### src/rtl/spl_regs.vh
// constants for the sampler pacing and interlock block
// assumes a 100 MHz clock and an apb slave with 32-bit word registers
// Behaviour
// - a flow pulse counts only if held high at least 25 ms
// - changing bottle count or size regenerates sequence and flags reprogramming
// - the level inhibit is obeyed only when inhibit enable is set
// - latch mode keeps sampling after the level signal falls away
// - toggle mode halts sampling whenever the level leaves the sensor
// - master/slave works only with the mode enabled on both units
// - a running master drives the inhibit out on the shared line
// - a slave stays dormant while inhibited, then starts its own routine
// - when the master finishes, roles swap and the former slave drives inhibit
// - in master/slave mode the inhibit replaces the bottle-number output
// - the master/slave inhibit is a steady level, never a bottle code
// - start puts a unit in run; the first one running becomes master
// - roles swap only if both run; otherwise the cycle stops
`ifndef SPL_REGS_VH
`define SPL_REGS_VH

// register byte offsets
`define SPL_CTRL_OFF 12'h000
`define SPL_CFG_OFF 12'h004
`define SPL_CMD_OFF 12'h008
`define SPL_STAT_OFF 12'h00c
`define SPL_FLOW_OFF 12'h010
`define SPL_ISTAT_OFF 12'h014
`define SPL_IMASK_OFF 12'h018

// control fields
`define SPL_CTRL_INH_EN 0
`define SPL_CTRL_LATCH 1
`define SPL_CTRL_MS_EN 2
`define SPL_CTRL_BOTTLE 3
`define SPL_CTRL_W 4
`define SPL_CTRL_RST 4'h0

// config: bottle count [7:0], bottle size [23:8]
`define SPL_CFG_W 24
`define SPL_CFG_RST 24'h000000

// command bits, write one to act
`define SPL_CMD_START 0
`define SPL_CMD_DONE 1
`define SPL_CMD_STOP 2
`define SPL_CMD_PROG 3

// interrupt status bits
`define SPL_IRQ_FLOW 0
`define SPL_IRQ_REPROG 1
`define SPL_IRQ_SWAP 2
`define SPL_IRQ_DONE 3
`define SPL_IRQ_W 4
`define SPL_IRQ_RST 4'h0

// timing
// 25 ms at 100 MHz, sized to the width counter so no bits are dropped
`define SPL_FLOW_MIN_CYC 22'h2625a0
`define SPL_INH_MIN_CYC 22'h000002
`define SPL_CNT_W 22
`define SPL_FLOW_CNT_W 16

`endif

### src/rtl/spl_qualify.v
// input qualifier: two-flop synchroniser then a width counter
// assumes the input is a slow level; min_cyc is at least 2
`timescale 1ns/1ps
`default_nettype none
`include "spl_regs.vh"
module spl_qualify #(
  parameter [`SPL_CNT_W-1:0] MIN_CYC = `SPL_INH_MIN_CYC
) (
  input wire clk, // system clock
  input wire reset_n, // synchronous reset, active low
  input wire raw_in, // asynchronous pin level
  output reg qual_level, // high once the input held for min_cyc
  output reg qual_pulse // one cycle when a pulse qualifies
);
  reg sync1_reg;
  reg sync2_reg;
  reg [`SPL_CNT_W-1:0] width_reg;

  // synchroniser; the first flop feeds only the second
  always @(posedge clk) begin
    if (!reset_n) begin
      sync1_reg <= 1'b0;
      sync2_reg <= 1'b0;
    end else begin
      sync1_reg <= raw_in;
      sync2_reg <= sync1_reg;
    end
  end

  // width counter; short pulses are dropped when the level falls
  always @(posedge clk) begin
    if (!reset_n) begin
      width_reg <= {`SPL_CNT_W{1'b0}};
      qual_level <= 1'b0;
      qual_pulse <= 1'b0;
    end else begin
      qual_pulse <= 1'b0;
      if (!sync2_reg) begin
        width_reg <= {`SPL_CNT_W{1'b0}};
        qual_level <= 1'b0;
      end else if (width_reg != MIN_CYC) begin
        width_reg <= width_reg + 1'b1;
        if (width_reg == MIN_CYC - 1'b1) begin
          qual_level <= 1'b1;
          qual_pulse <= 1'b1; // one count per pulse, saturated after
        end
      end
    end
  end
endmodule // spl_qualify
`default_nettype wire

### src/rtl/spl_pacing.v
// sampler pacing and interlock: flow pulses, level inhibit, master/slave
// assumes apb master on clk; pin levels are plain inputs from the connector
//
// Implementation choices: the APB register port and the placing of the registers.
`timescale 1ns/1ps
`default_nettype none
`include "spl_regs.vh"
module spl_pacing #(
  parameter [`SPL_CNT_W-1:0] FLOW_MIN_CYC = `SPL_FLOW_MIN_CYC
) (
  input wire clk, // system clock, 100 MHz
  input wire reset_n, // synchronous reset, active low
  input wire psel, // apb select
  input wire penable, // apb access phase
  input wire pwrite, // apb write
  input wire [11:0] paddr, // apb byte address
  input wire [31:0] pwdata, // apb write data
  output wire pready, // apb ready, always high
  output reg [31:0] prdata, // apb read data
  output reg pslverr, // apb error on unmapped address
  input wire flow_pulse_in, // flow pulse pin
  input wire inhibit_in, // inhibit pin, high inhibits
  output reg bottle_ms_out, // shared bottle number / master-slave line
  output reg routine_active, // sampling routine running
  output reg is_master, // unit holds the master role
  output reg flow_tick, // one cycle per qualified pulse while running
  output reg seq_regen, // one cycle request to rebuild program sequence
  output wire irq // level interrupt
);
  // states, one-hot
  localparam [2:0] S_IDLE = 3'b001;
  localparam [2:0] S_SLAVE = 3'b010;
  localparam [2:0] S_ACTIVE = 3'b100;

  reg [2:0] state_reg;
  reg [2:0] state_next;
  reg [`SPL_CTRL_W-1:0] ctrl_reg;
  reg [`SPL_CFG_W-1:0] cfg_reg;
  reg [`SPL_IRQ_W-1:0] istat_reg;
  reg [`SPL_IRQ_W-1:0] imask_reg;
  reg [`SPL_FLOW_CNT_W-1:0] flow_cnt_reg;
  reg reprog_reg;
  reg latch_reg;
  reg swap_evt;
  reg done_evt;
  wire flow_level;
  wire flow_pulse;
  wire inh_level;
  wire wr_en;
  wire rd_en;
  wire cmd_wr;
  wire start_cmd;
  wire done_cmd;
  wire stop_cmd;
  wire ms_en;
  wire inh_en;
  wire level_ok;
  wire running;
  wire [`SPL_IRQ_W-1:0] irq_set;

  // flow pulse qualifier, 25 ms minimum width
  spl_qualify #(
    .MIN_CYC(FLOW_MIN_CYC)
  ) u_flow (
    .clk(clk),
    .reset_n(reset_n),
    .raw_in(flow_pulse_in),
    .qual_level(flow_level),
    .qual_pulse(flow_pulse)
  );

  // inhibit qualifier, short filter only
  spl_qualify #(
    .MIN_CYC(`SPL_INH_MIN_CYC)
  ) u_inh (
    .clk(clk),
    .reset_n(reset_n),
    .raw_in(inhibit_in),
    .qual_level(inh_level),
    .qual_pulse()
  );

  // apb decode; zero wait states so the access phase ends at once
  assign pready = 1'b1;
  assign wr_en = psel & penable & pwrite;
  assign rd_en = psel & penable & ~pwrite;
  assign cmd_wr = wr_en & (paddr == `SPL_CMD_OFF);
  assign start_cmd = cmd_wr & pwdata[`SPL_CMD_START];
  assign done_cmd = cmd_wr & pwdata[`SPL_CMD_DONE];
  assign stop_cmd = cmd_wr & pwdata[`SPL_CMD_STOP];

  // configuration views
  assign ms_en = ctrl_reg[`SPL_CTRL_MS_EN];
  assign inh_en = ctrl_reg[`SPL_CTRL_INH_EN] & ~ms_en;

  // level gating: ignored unless enabled, latch keeps going once released
  // pin high means the level is below the probe
  assign level_ok = ~inh_en | ~inh_level | (ctrl_reg[`SPL_CTRL_LATCH] & latch_reg);
  assign running = state_reg[2] & level_ok;

  // control and config registers
  always @(posedge clk) begin
    if (!reset_n) begin
      ctrl_reg <= `SPL_CTRL_RST;
      cfg_reg <= `SPL_CFG_RST;
      imask_reg <= `SPL_IRQ_RST;
    end else if (wr_en) begin
      if (paddr == `SPL_CTRL_OFF) begin
        ctrl_reg <= pwdata[`SPL_CTRL_W-1:0];
      end
      if (paddr == `SPL_CFG_OFF) begin
        cfg_reg <= pwdata[`SPL_CFG_W-1:0];
      end
      if (paddr == `SPL_IMASK_OFF) begin
        imask_reg <= pwdata[`SPL_IRQ_W-1:0];
      end
    end
  end

  // changed bottle settings invalidate the stored program
  always @(posedge clk) begin
    if (!reset_n) begin
      reprog_reg <= 1'b0;
      seq_regen <= 1'b0;
    end else begin
      seq_regen <= 1'b0;
      if (wr_en && paddr == `SPL_CFG_OFF && pwdata[`SPL_CFG_W-1:0] != cfg_reg) begin
        reprog_reg <= 1'b1;
        seq_regen <= 1'b1;
      end else if (cmd_wr && pwdata[`SPL_CMD_PROG]) begin
        reprog_reg <= 1'b0; // new program loaded
      end
    end
  end

  // latch holds once the level has allowed sampling in this run
  always @(posedge clk) begin
    if (!reset_n) begin
      latch_reg <= 1'b0;
    end else if (!state_reg[2]) begin
      latch_reg <= 1'b0;
    end else if (!inh_level) begin
      latch_reg <= 1'b1;
    end
  end

  // role sequencer
  always @* begin
    state_next = state_reg;
    case (state_reg)
      S_IDLE: begin
        // first unit running takes master; a busy peer makes us slave
        if (start_cmd) begin
          if (ms_en && inh_level) begin
            state_next = S_SLAVE;
          end else begin
            state_next = S_ACTIVE;
          end
        end
      end
      S_SLAVE: begin
        if (stop_cmd || !ms_en) begin
          state_next = S_IDLE;
        end else if (!inh_level) begin
          state_next = S_ACTIVE;
        end
      end
      S_ACTIVE: begin
        // finishing leaves run; peer only swaps in if it is still running
        if (done_cmd || stop_cmd) begin
          state_next = S_IDLE;
        end
      end
      default: begin
        state_next = S_IDLE;
      end
    endcase
  end

  // state register and swap/done events
  always @(posedge clk) begin
    if (!reset_n) begin
      state_reg <= S_IDLE;
      swap_evt <= 1'b0;
      done_evt <= 1'b0;
    end else begin
      state_reg <= state_next;
      swap_evt <= state_reg[1] & state_next[2];
      done_evt <= state_reg[2] & state_next[0] & done_cmd;
    end
  end

  // pin outputs; inhibit is a steady level, no bottle code on the line
  always @(posedge clk) begin
    if (!reset_n) begin
      bottle_ms_out <= 1'b0;
      routine_active <= 1'b0;
      is_master <= 1'b0;
      flow_tick <= 1'b0;
    end else begin
      if (ms_en) begin
        bottle_ms_out <= state_reg[2];
      end else begin
        bottle_ms_out <= ctrl_reg[`SPL_CTRL_BOTTLE];
      end
      routine_active <= running;
      is_master <= ms_en & state_reg[2];
      flow_tick <= flow_pulse & running;
    end
  end

  // qualified pulse counter, cleared by a write to it
  always @(posedge clk) begin
    if (!reset_n) begin
      flow_cnt_reg <= {`SPL_FLOW_CNT_W{1'b0}};
    end else if (wr_en && paddr == `SPL_FLOW_OFF) begin
      flow_cnt_reg <= {`SPL_FLOW_CNT_W{1'b0}};
    end else if (flow_pulse && running) begin
      flow_cnt_reg <= flow_cnt_reg + 1'b1;
    end
  end

  // sticky events
  assign irq_set = {done_evt, swap_evt, seq_regen, flow_tick};

  // write one clears; a new event in the same cycle wins
  always @(posedge clk) begin
    if (!reset_n) begin
      istat_reg <= `SPL_IRQ_RST;
    end else if (wr_en && paddr == `SPL_ISTAT_OFF) begin
      istat_reg <= (istat_reg & ~pwdata[`SPL_IRQ_W-1:0]) | irq_set;
    end else begin
      istat_reg <= istat_reg | irq_set;
    end
  end

  assign irq = |(istat_reg & imask_reg);

  // read mux; unmapped addresses read zero and flag an error
  always @* begin
    prdata = 32'h00000000;
    pslverr = 1'b0;
    if (psel && penable) begin
      case (paddr)
        `SPL_CTRL_OFF: prdata[`SPL_CTRL_W-1:0] = ctrl_reg;
        `SPL_CFG_OFF: prdata[`SPL_CFG_W-1:0] = cfg_reg;
        `SPL_CMD_OFF: prdata = 32'h00000000;
        `SPL_STAT_OFF: prdata[7:0] = {flow_level, inh_level, reprog_reg, is_master, routine_active, state_reg};
        `SPL_FLOW_OFF: prdata[`SPL_FLOW_CNT_W-1:0] = flow_cnt_reg;
        `SPL_ISTAT_OFF: prdata[`SPL_IRQ_W-1:0] = istat_reg;
        `SPL_IMASK_OFF: prdata[`SPL_IRQ_W-1:0] = imask_reg;
        default: pslverr = 1'b1;
      endcase
    end
    if (!rd_en) begin
      prdata = 32'h00000000;
    end
  end
endmodule // spl_pacing
`default_nettype wire

### config.mk
export PLATFORM = sky130hd
export DESIGN_NAME = spl_pacing
export DESIGN_NICKNAME = d
export VERILOG_FILES = /design/src/rtl/spl_qualify.v /design/src/rtl/spl_pacing.v
export VERILOG_INCLUDE_DIRS = /design/src /design/src/rtl
export SDC_FILE = /design/constraint.sdc
export NUM_CORES = 1
export LEC_CHECK = 0
export ABC_AREA = 1
export ABC_CLOCK_PERIOD_IN_PS = 4580
export BUFFER_PORTS_ARGS = -buffer_cell sky130_fd_sc_hd__buf_4
export CORE_MARGIN = 2
export CORE_UTILIZATION = 48
export DETAILED_ROUTE_END_ITERATION = 8
export PLACE_DENSITY = 0.8
export RECOVER_POWER = 100
export REMOVE_ABC_BUFFERS = 1
export SETUP_SLACK_MARGIN = 0.5
export SYNTH_ARGS = -nofsm -noshare
export SYNTH_HDL_FRONTEND = slang
export SYNTH_SLANG_ARGS = --single-unit
### constraint.sdc
create_clock -name clk -period 4.58 [get_ports clk]
set_clock_uncertainty 0.05 [all_clocks]
set_input_delay 0.229 -clock clk [delete_from_list [all_inputs] [get_ports clk]]
set_output_delay 0.229 -clock clk [all_outputs]
set_load 0.01 [all_outputs]
# After elaboration in Yosys (flattened, before gate mapping)

Cells that the tools add are included.
W data, S select, Z words.

Register bits: 115
Output and inout bits: 40

Add/subtract/negate cells: 3
Equal/unequal tests: 17
Multiplexer cells: 20
Bitwise gates (word level): 27
Reduce and logical (&&, ||, !) cells: 26

Operators with widths:

| operator                | number |
|---|---|
| $add A22 B1 Y22 const B | 2 |
| $eq A12 B5 Y1 const B   | 3 |
| $mux W32                | 1 |
| $eq A12 B4 Y1 const B   | 2 |
| $mux W24                | 1 |
| $ne A24 B24 Y1          | 1 |
| $pmux W4 S6             | 1 |
| $eq A22 B1 Y1 const B   | 1 |
| $eq A22 B22 Y1 const B  | 1 |
| $ne A22 B2 Y1 const B   | 1 |
| $ne A22 B22 Y1 const B  | 1 |
| $add A16 B1 Y16 const B | 1 |
| $pmux W8 S2             | 1 |
| $reduce_and A2 Y1       | 8 |
| $and A1 B1 Y1           | 15 |
| $mux W3                 | 5 |
| $eq A12 B3 Y1 const B   | 1 |
| $logic_not A12 Y1       | 1 |
| $pmux W4 S3             | 1 |
| $pmux W3 S3             | 1 |
| $and A4 B4 Y4           | 2 |
| $logic_and A1 B1 Y1     | 8 |
| $mux W8                 | 1 |
| $or A4 B4 Y4            | 2 |
| 17 further kinds        | 31 |

# Logic depth before layout (Yosys ltp)

Depth in word-level cells: 9
Depth in mapped cells: 12
Gate-level depth less buffers: 11

# Modules after synthesis

Synthesis repeated with hierarchy kept, for this count alone.

Cells, all modules: 960
Area total of the unflattened synthesis: 6,412.4 um^2

Modules (own cells, without submodules):

| module               | instances | cells each | area an instance (um^2) | seq. area each (um^2) |
|---|---|---|---|---|
| spl_pacing           | 1         | 548        | 3,702.3                 | 1,281.2 |
| spl_qualify (u_flow) | 1         | 204        | 1,383.8                 | 520.5 |
| spl_qualify (u_inh)  | 1         | 208        | 1,326.3                 | 520.5 |

# Least setup slack after synthesis

No wires, ideal clock.

Kind: in2out
Start: in paddr[11]
End: out prdata[1]
Arrival time: 1.250 ns
Setup slack: 3.051 ns
Stages on the path: 12
Buffers on the path: 1
Path through: nor2_1 > nand2_2 > nor2_8 > nand3_4 > clkinv_2 > buf_6 > nand2_1 > nand2_1 > inv_1 > nand2_1 > nand2_1 > inv_1

Cells in the longest elaborated chain, start to end: 4

RTL lines:

| element                               | RTL line         | source |
|---|---|---|
| from (decl)                           | spl_pacing.v:16  | `input wire [11:0] paddr,` |
| $eq A12 B5 Y1 (tied with other cells) | spl_pacing.v:244 | `case (paddr)` |
| $pmux W4 S6 *                         | spl_pacing.v:244 |  |
| $mux W24 *                            | spl_pacing.v:243 | `if (psel && penable) begin` |
| $mux W32 *                            | spl_pacing.v:255 | `if (!rd_en) begin` |
| to (decl)                             | spl_pacing.v:19  | `output reg [31:0] prdata,` |

Every way passes the cells marked *; elsewhere a longest branch is shown, timed or not.

# Worst setup path in the final report

Start: in reset_n
End: reg flow_cnt_reg[2]

Cells in the longest elaborated chain, start to end: 2

RTL lines:

| element                           | RTL line         | source |
|---|---|---|
| from (decl)                       | spl_pacing.v:12  | `input wire reset_n,` |
| $not A1 Y1 (no source line)       | -                |  |
| $reduce_or A2 Y1 (no source line) | -                |  |
| to (signal assigned)              | spl_pacing.v:215 | `` flow_cnt_reg <= {`SPL_FLOW_CNT_W{1'b0}}; `` |
| to (signal assigned)              | spl_pacing.v:217 | `` flow_cnt_reg <= {`SPL_FLOW_CNT_W{1'b0}}; `` |
| to (signal assigned)              | spl_pacing.v:219 | `flow_cnt_reg <= flow_cnt_reg + 1'b1;` |
| to (decl)                         | spl_pacing.v:41  | `` reg [`SPL_FLOW_CNT_W-1:0] flow_cnt_reg; `` |

Every way passes these cells.
A chain may end at the register's enable or synchronous reset.

==> impl_metrics.toml <==
[status]
status = "finished with violations"
failed_checks = "capacitance limit, slew limit"

[routing]
wl_per_cell_um = 13.2
wl_met2_um = 7380
ant_nets = 0
firstDrtPassIters = 5
wirelength_um = 15500
via_count = 6174
drc = 0
top_layer_used = "met4"
wl_met3_um = 1040
vias_per_cell = 5.24
m1WireLength_um = 6870
first_iter_violations = 532

[yosys]
ys_types = 43
synthCells = 921
ys.flop_type = "dfxtp_1"
ys_seq_elements = 115
avgSynthCellArea_um2 = 6.77
synth_edf_count = 0
ys_warn_count = 0
syn_area_um2 = 6230
synth.yosys.seq_area_share_pct = 36.9
synthArstFlopShare_pct = 0

[placed_design]
post-place-ws_ps = 2480
dp_cells = 1144
dp.final_hpwl_um = 10900
gp_congestion = 0.926
io_buffers = 73

[setup_path]
crit_required_ps = 4850
worstPathMaxFanout = 43
crit_type = "in -> reg"
r2r_end = "flow_cnt_reg[7]"
end_kind = "register"
regToRegSetupSlack_ps = 2510
r2r-start = "ctrl_reg[2]"
r2r_cells = 7
cp-start-kind = "input pin"
crit_arrival_ps = 3090

[floorplan]
die_w_um = 118
pin_count = 91
rows = 41
core_area_um2 = 12700
die_h_um = 118
dieArea_um2 = 13900
initial_utilization_pct = 49.2

[finish]
fin_cells = 1178
final_nets = 1050
largest_register_ffs = 24
drive_gt1_share_pct = 11.1
post-route-util_pct = 58.3
syn2layout_area_growth_pct = 18.5
antenna_cells = 0

[power]
vdd.ir_drop.worst_mv = 0.226
power_switching_share_pct = 20.1
total_power_uw = 2550
power_frac_comb_pct = 3.7
pwr-share-clk_pct = 56.9
leakage_uw = 0.00279
power_density_nw_per_um2 = 346
seq_power_share_pct = 39.4
cell_internal_pwr_uw = 2040
p_sw_uw = 514

[clock_tree]
cts_inserted_buffers = 17
clk_path_buf_depth = 2
tritoncts = "built"
cts_resized = 0
insertion_delay_ps = 420
root_buffer = "clkbuf_16"
postCtsSetupRepairBufs = 0
cts.clk_slew.worst_paths_ps = 50
h-tree-depth = 4
clock_sinks = 115

[worst_hold_path]
min-delay-path-class = "in -> reg"
hold_path_depth = 3
whs_endpoint = "cfg_reg[10]"
hp-start = "pwdata[10]"

[global_routing]
grt_usage_pct = 22.7
grt_pass1_vias = 5763
gr-total-overflow = 0
grt_max_degree = 44
grt_pass1_wl_um = 26100
antenna_found_initial = 0

[flow_run]
maxCapViolCount = 2

[sta]
maxSlewViolCount = 61
finalCriticalPeriod_ps = 2820
tightest_slew_ps = 1800
finalSetupViolCount = 0
setup_tns_ps = 0
finalCritPeriodShare_pct = 61.6
rsz0062_at_grt = "no"
setup_ws_ps = 1760
max_freq_ghz = 0.354
relSlewSlack_pct = -21.5
finalHoldViolations = 0
layer usage:
layer	global-route usage [%]	vias to the layer above
met4	7.98	0
met3	6.35	28
met5	0	-
li1	-	3116
met1	27.9	2811
met2	38.2	219
placed cells by master (no fill, tap or decap), types with 3 or more instances in the layout:
master and n:
nand2_1 177, inv_1 136, dfxtp_1 115, nor2_1 94, a21oi_1 90, o21ai_0 65, nand3_1 60, buf_4 46
nor3_1 35, nand4_1 32, clkbuf_1 26, xnor2_1 25, clkbuf_16 17, xor2_1 9, conb_1 9, nor2_2 7
ha_1 6, clkbuf_8 6, inv_2 5, nand2_2 5, bufinv_16 4, nand3_2 3, nor3_2 3
metrics by stage:
step	hold WS [ps]	area, um^2
2_1_floorplan	270	6080
3_3_place_gp	344	6840
3_5_place_dp	348	6840
4_1_cts	48.4	7520
5_1_grt	55.7	7390
6_report	58.6	7390
worst max-delay path by stage:
stage,startpoint,endpoint,slack (ps)
after floorplan,paddr[11],prdata[0],2940
after global placement,paddr[11],prdata[1],2490
after detailed placement,paddr[11],prdata[1],2480
after CTS,paddr[11],prdata[1],2460
after global routing,reset_n,u_inh.width_reg[9],1490
final,reset_n,flow_cnt_reg[2],1760
worst max-delay path, stage by stage:
cell      delay [ps]
clkbuf_1        1210
o21ai_0         1210
nor3b_1          410
power groups by stage:
stage / Combinational [uW] / Clock (uW) / Sequential, uW
after floorplan: 42.7 / 0 / 1030
after global placement: 93.1 / 0 / 1030
after detailed placement: 94.1 / 0 / 1030
after CTS: 96.0 / 1460 / 1000
after global routing: 103 / 1510 / 1000
final: 94.1 / 1450 / 1000
Yosys cell counts (8+ instances only):
cell type / count / area share (%)
inv_2: 8 / 0.48
a21oi_1: 90 / 7.2
o21ai_0: 59 / 4.7
nand2_1: 176 / 11
xnor2_1: 25 / 3.5
inv_1: 133 / 8.0
dfxtp_1: 115 / 37
nor3_1: 35 / 2.8
nand4_1: 32 / 3.2
xor2_1: 9 / 1.3
nor2_1: 89 / 5.4
nand3_1: 59 / 4.7
buf_4: 9 / 1.1
clkbuf_1: 10 / 0.60
nor2_2: 12 / 1.2
area by class of cell:
class,instances,area [um^2]
fillers,1197,5290
multi-input cells,642,3200
flip-flops and latches,115,2300
inverters,142,534
clock buffers,24,512
repair buffers,75,474
well taps,172,215
clock inverters,8,145
logic make-up (layout without fill, tap and decap cells):
logic type | count (synthesis) | count (layout) | synth area share, %
AO/OA/AOI/OAI | 167 | 167 | 14.1
XOR/XNOR | 34 | 34 | 4.78
adder cells (fa/ha/maj) | 6 | 6 | 1.20
buffers and inverters | 171 | 249 | 11.5
flip-flops | 115 | 115 | 36.9
other | 2 | 9 | 0.121
AND/OR/NAND/NOR | 426 | 426 | 31.4
timing repair:
action                                  in CTS  in global routing
hold endpoints to repair                     2                  0
hold buffers                                 2                  0
endpoints found under the setup margin       0                  0
(Power assumes the default switching activity.)
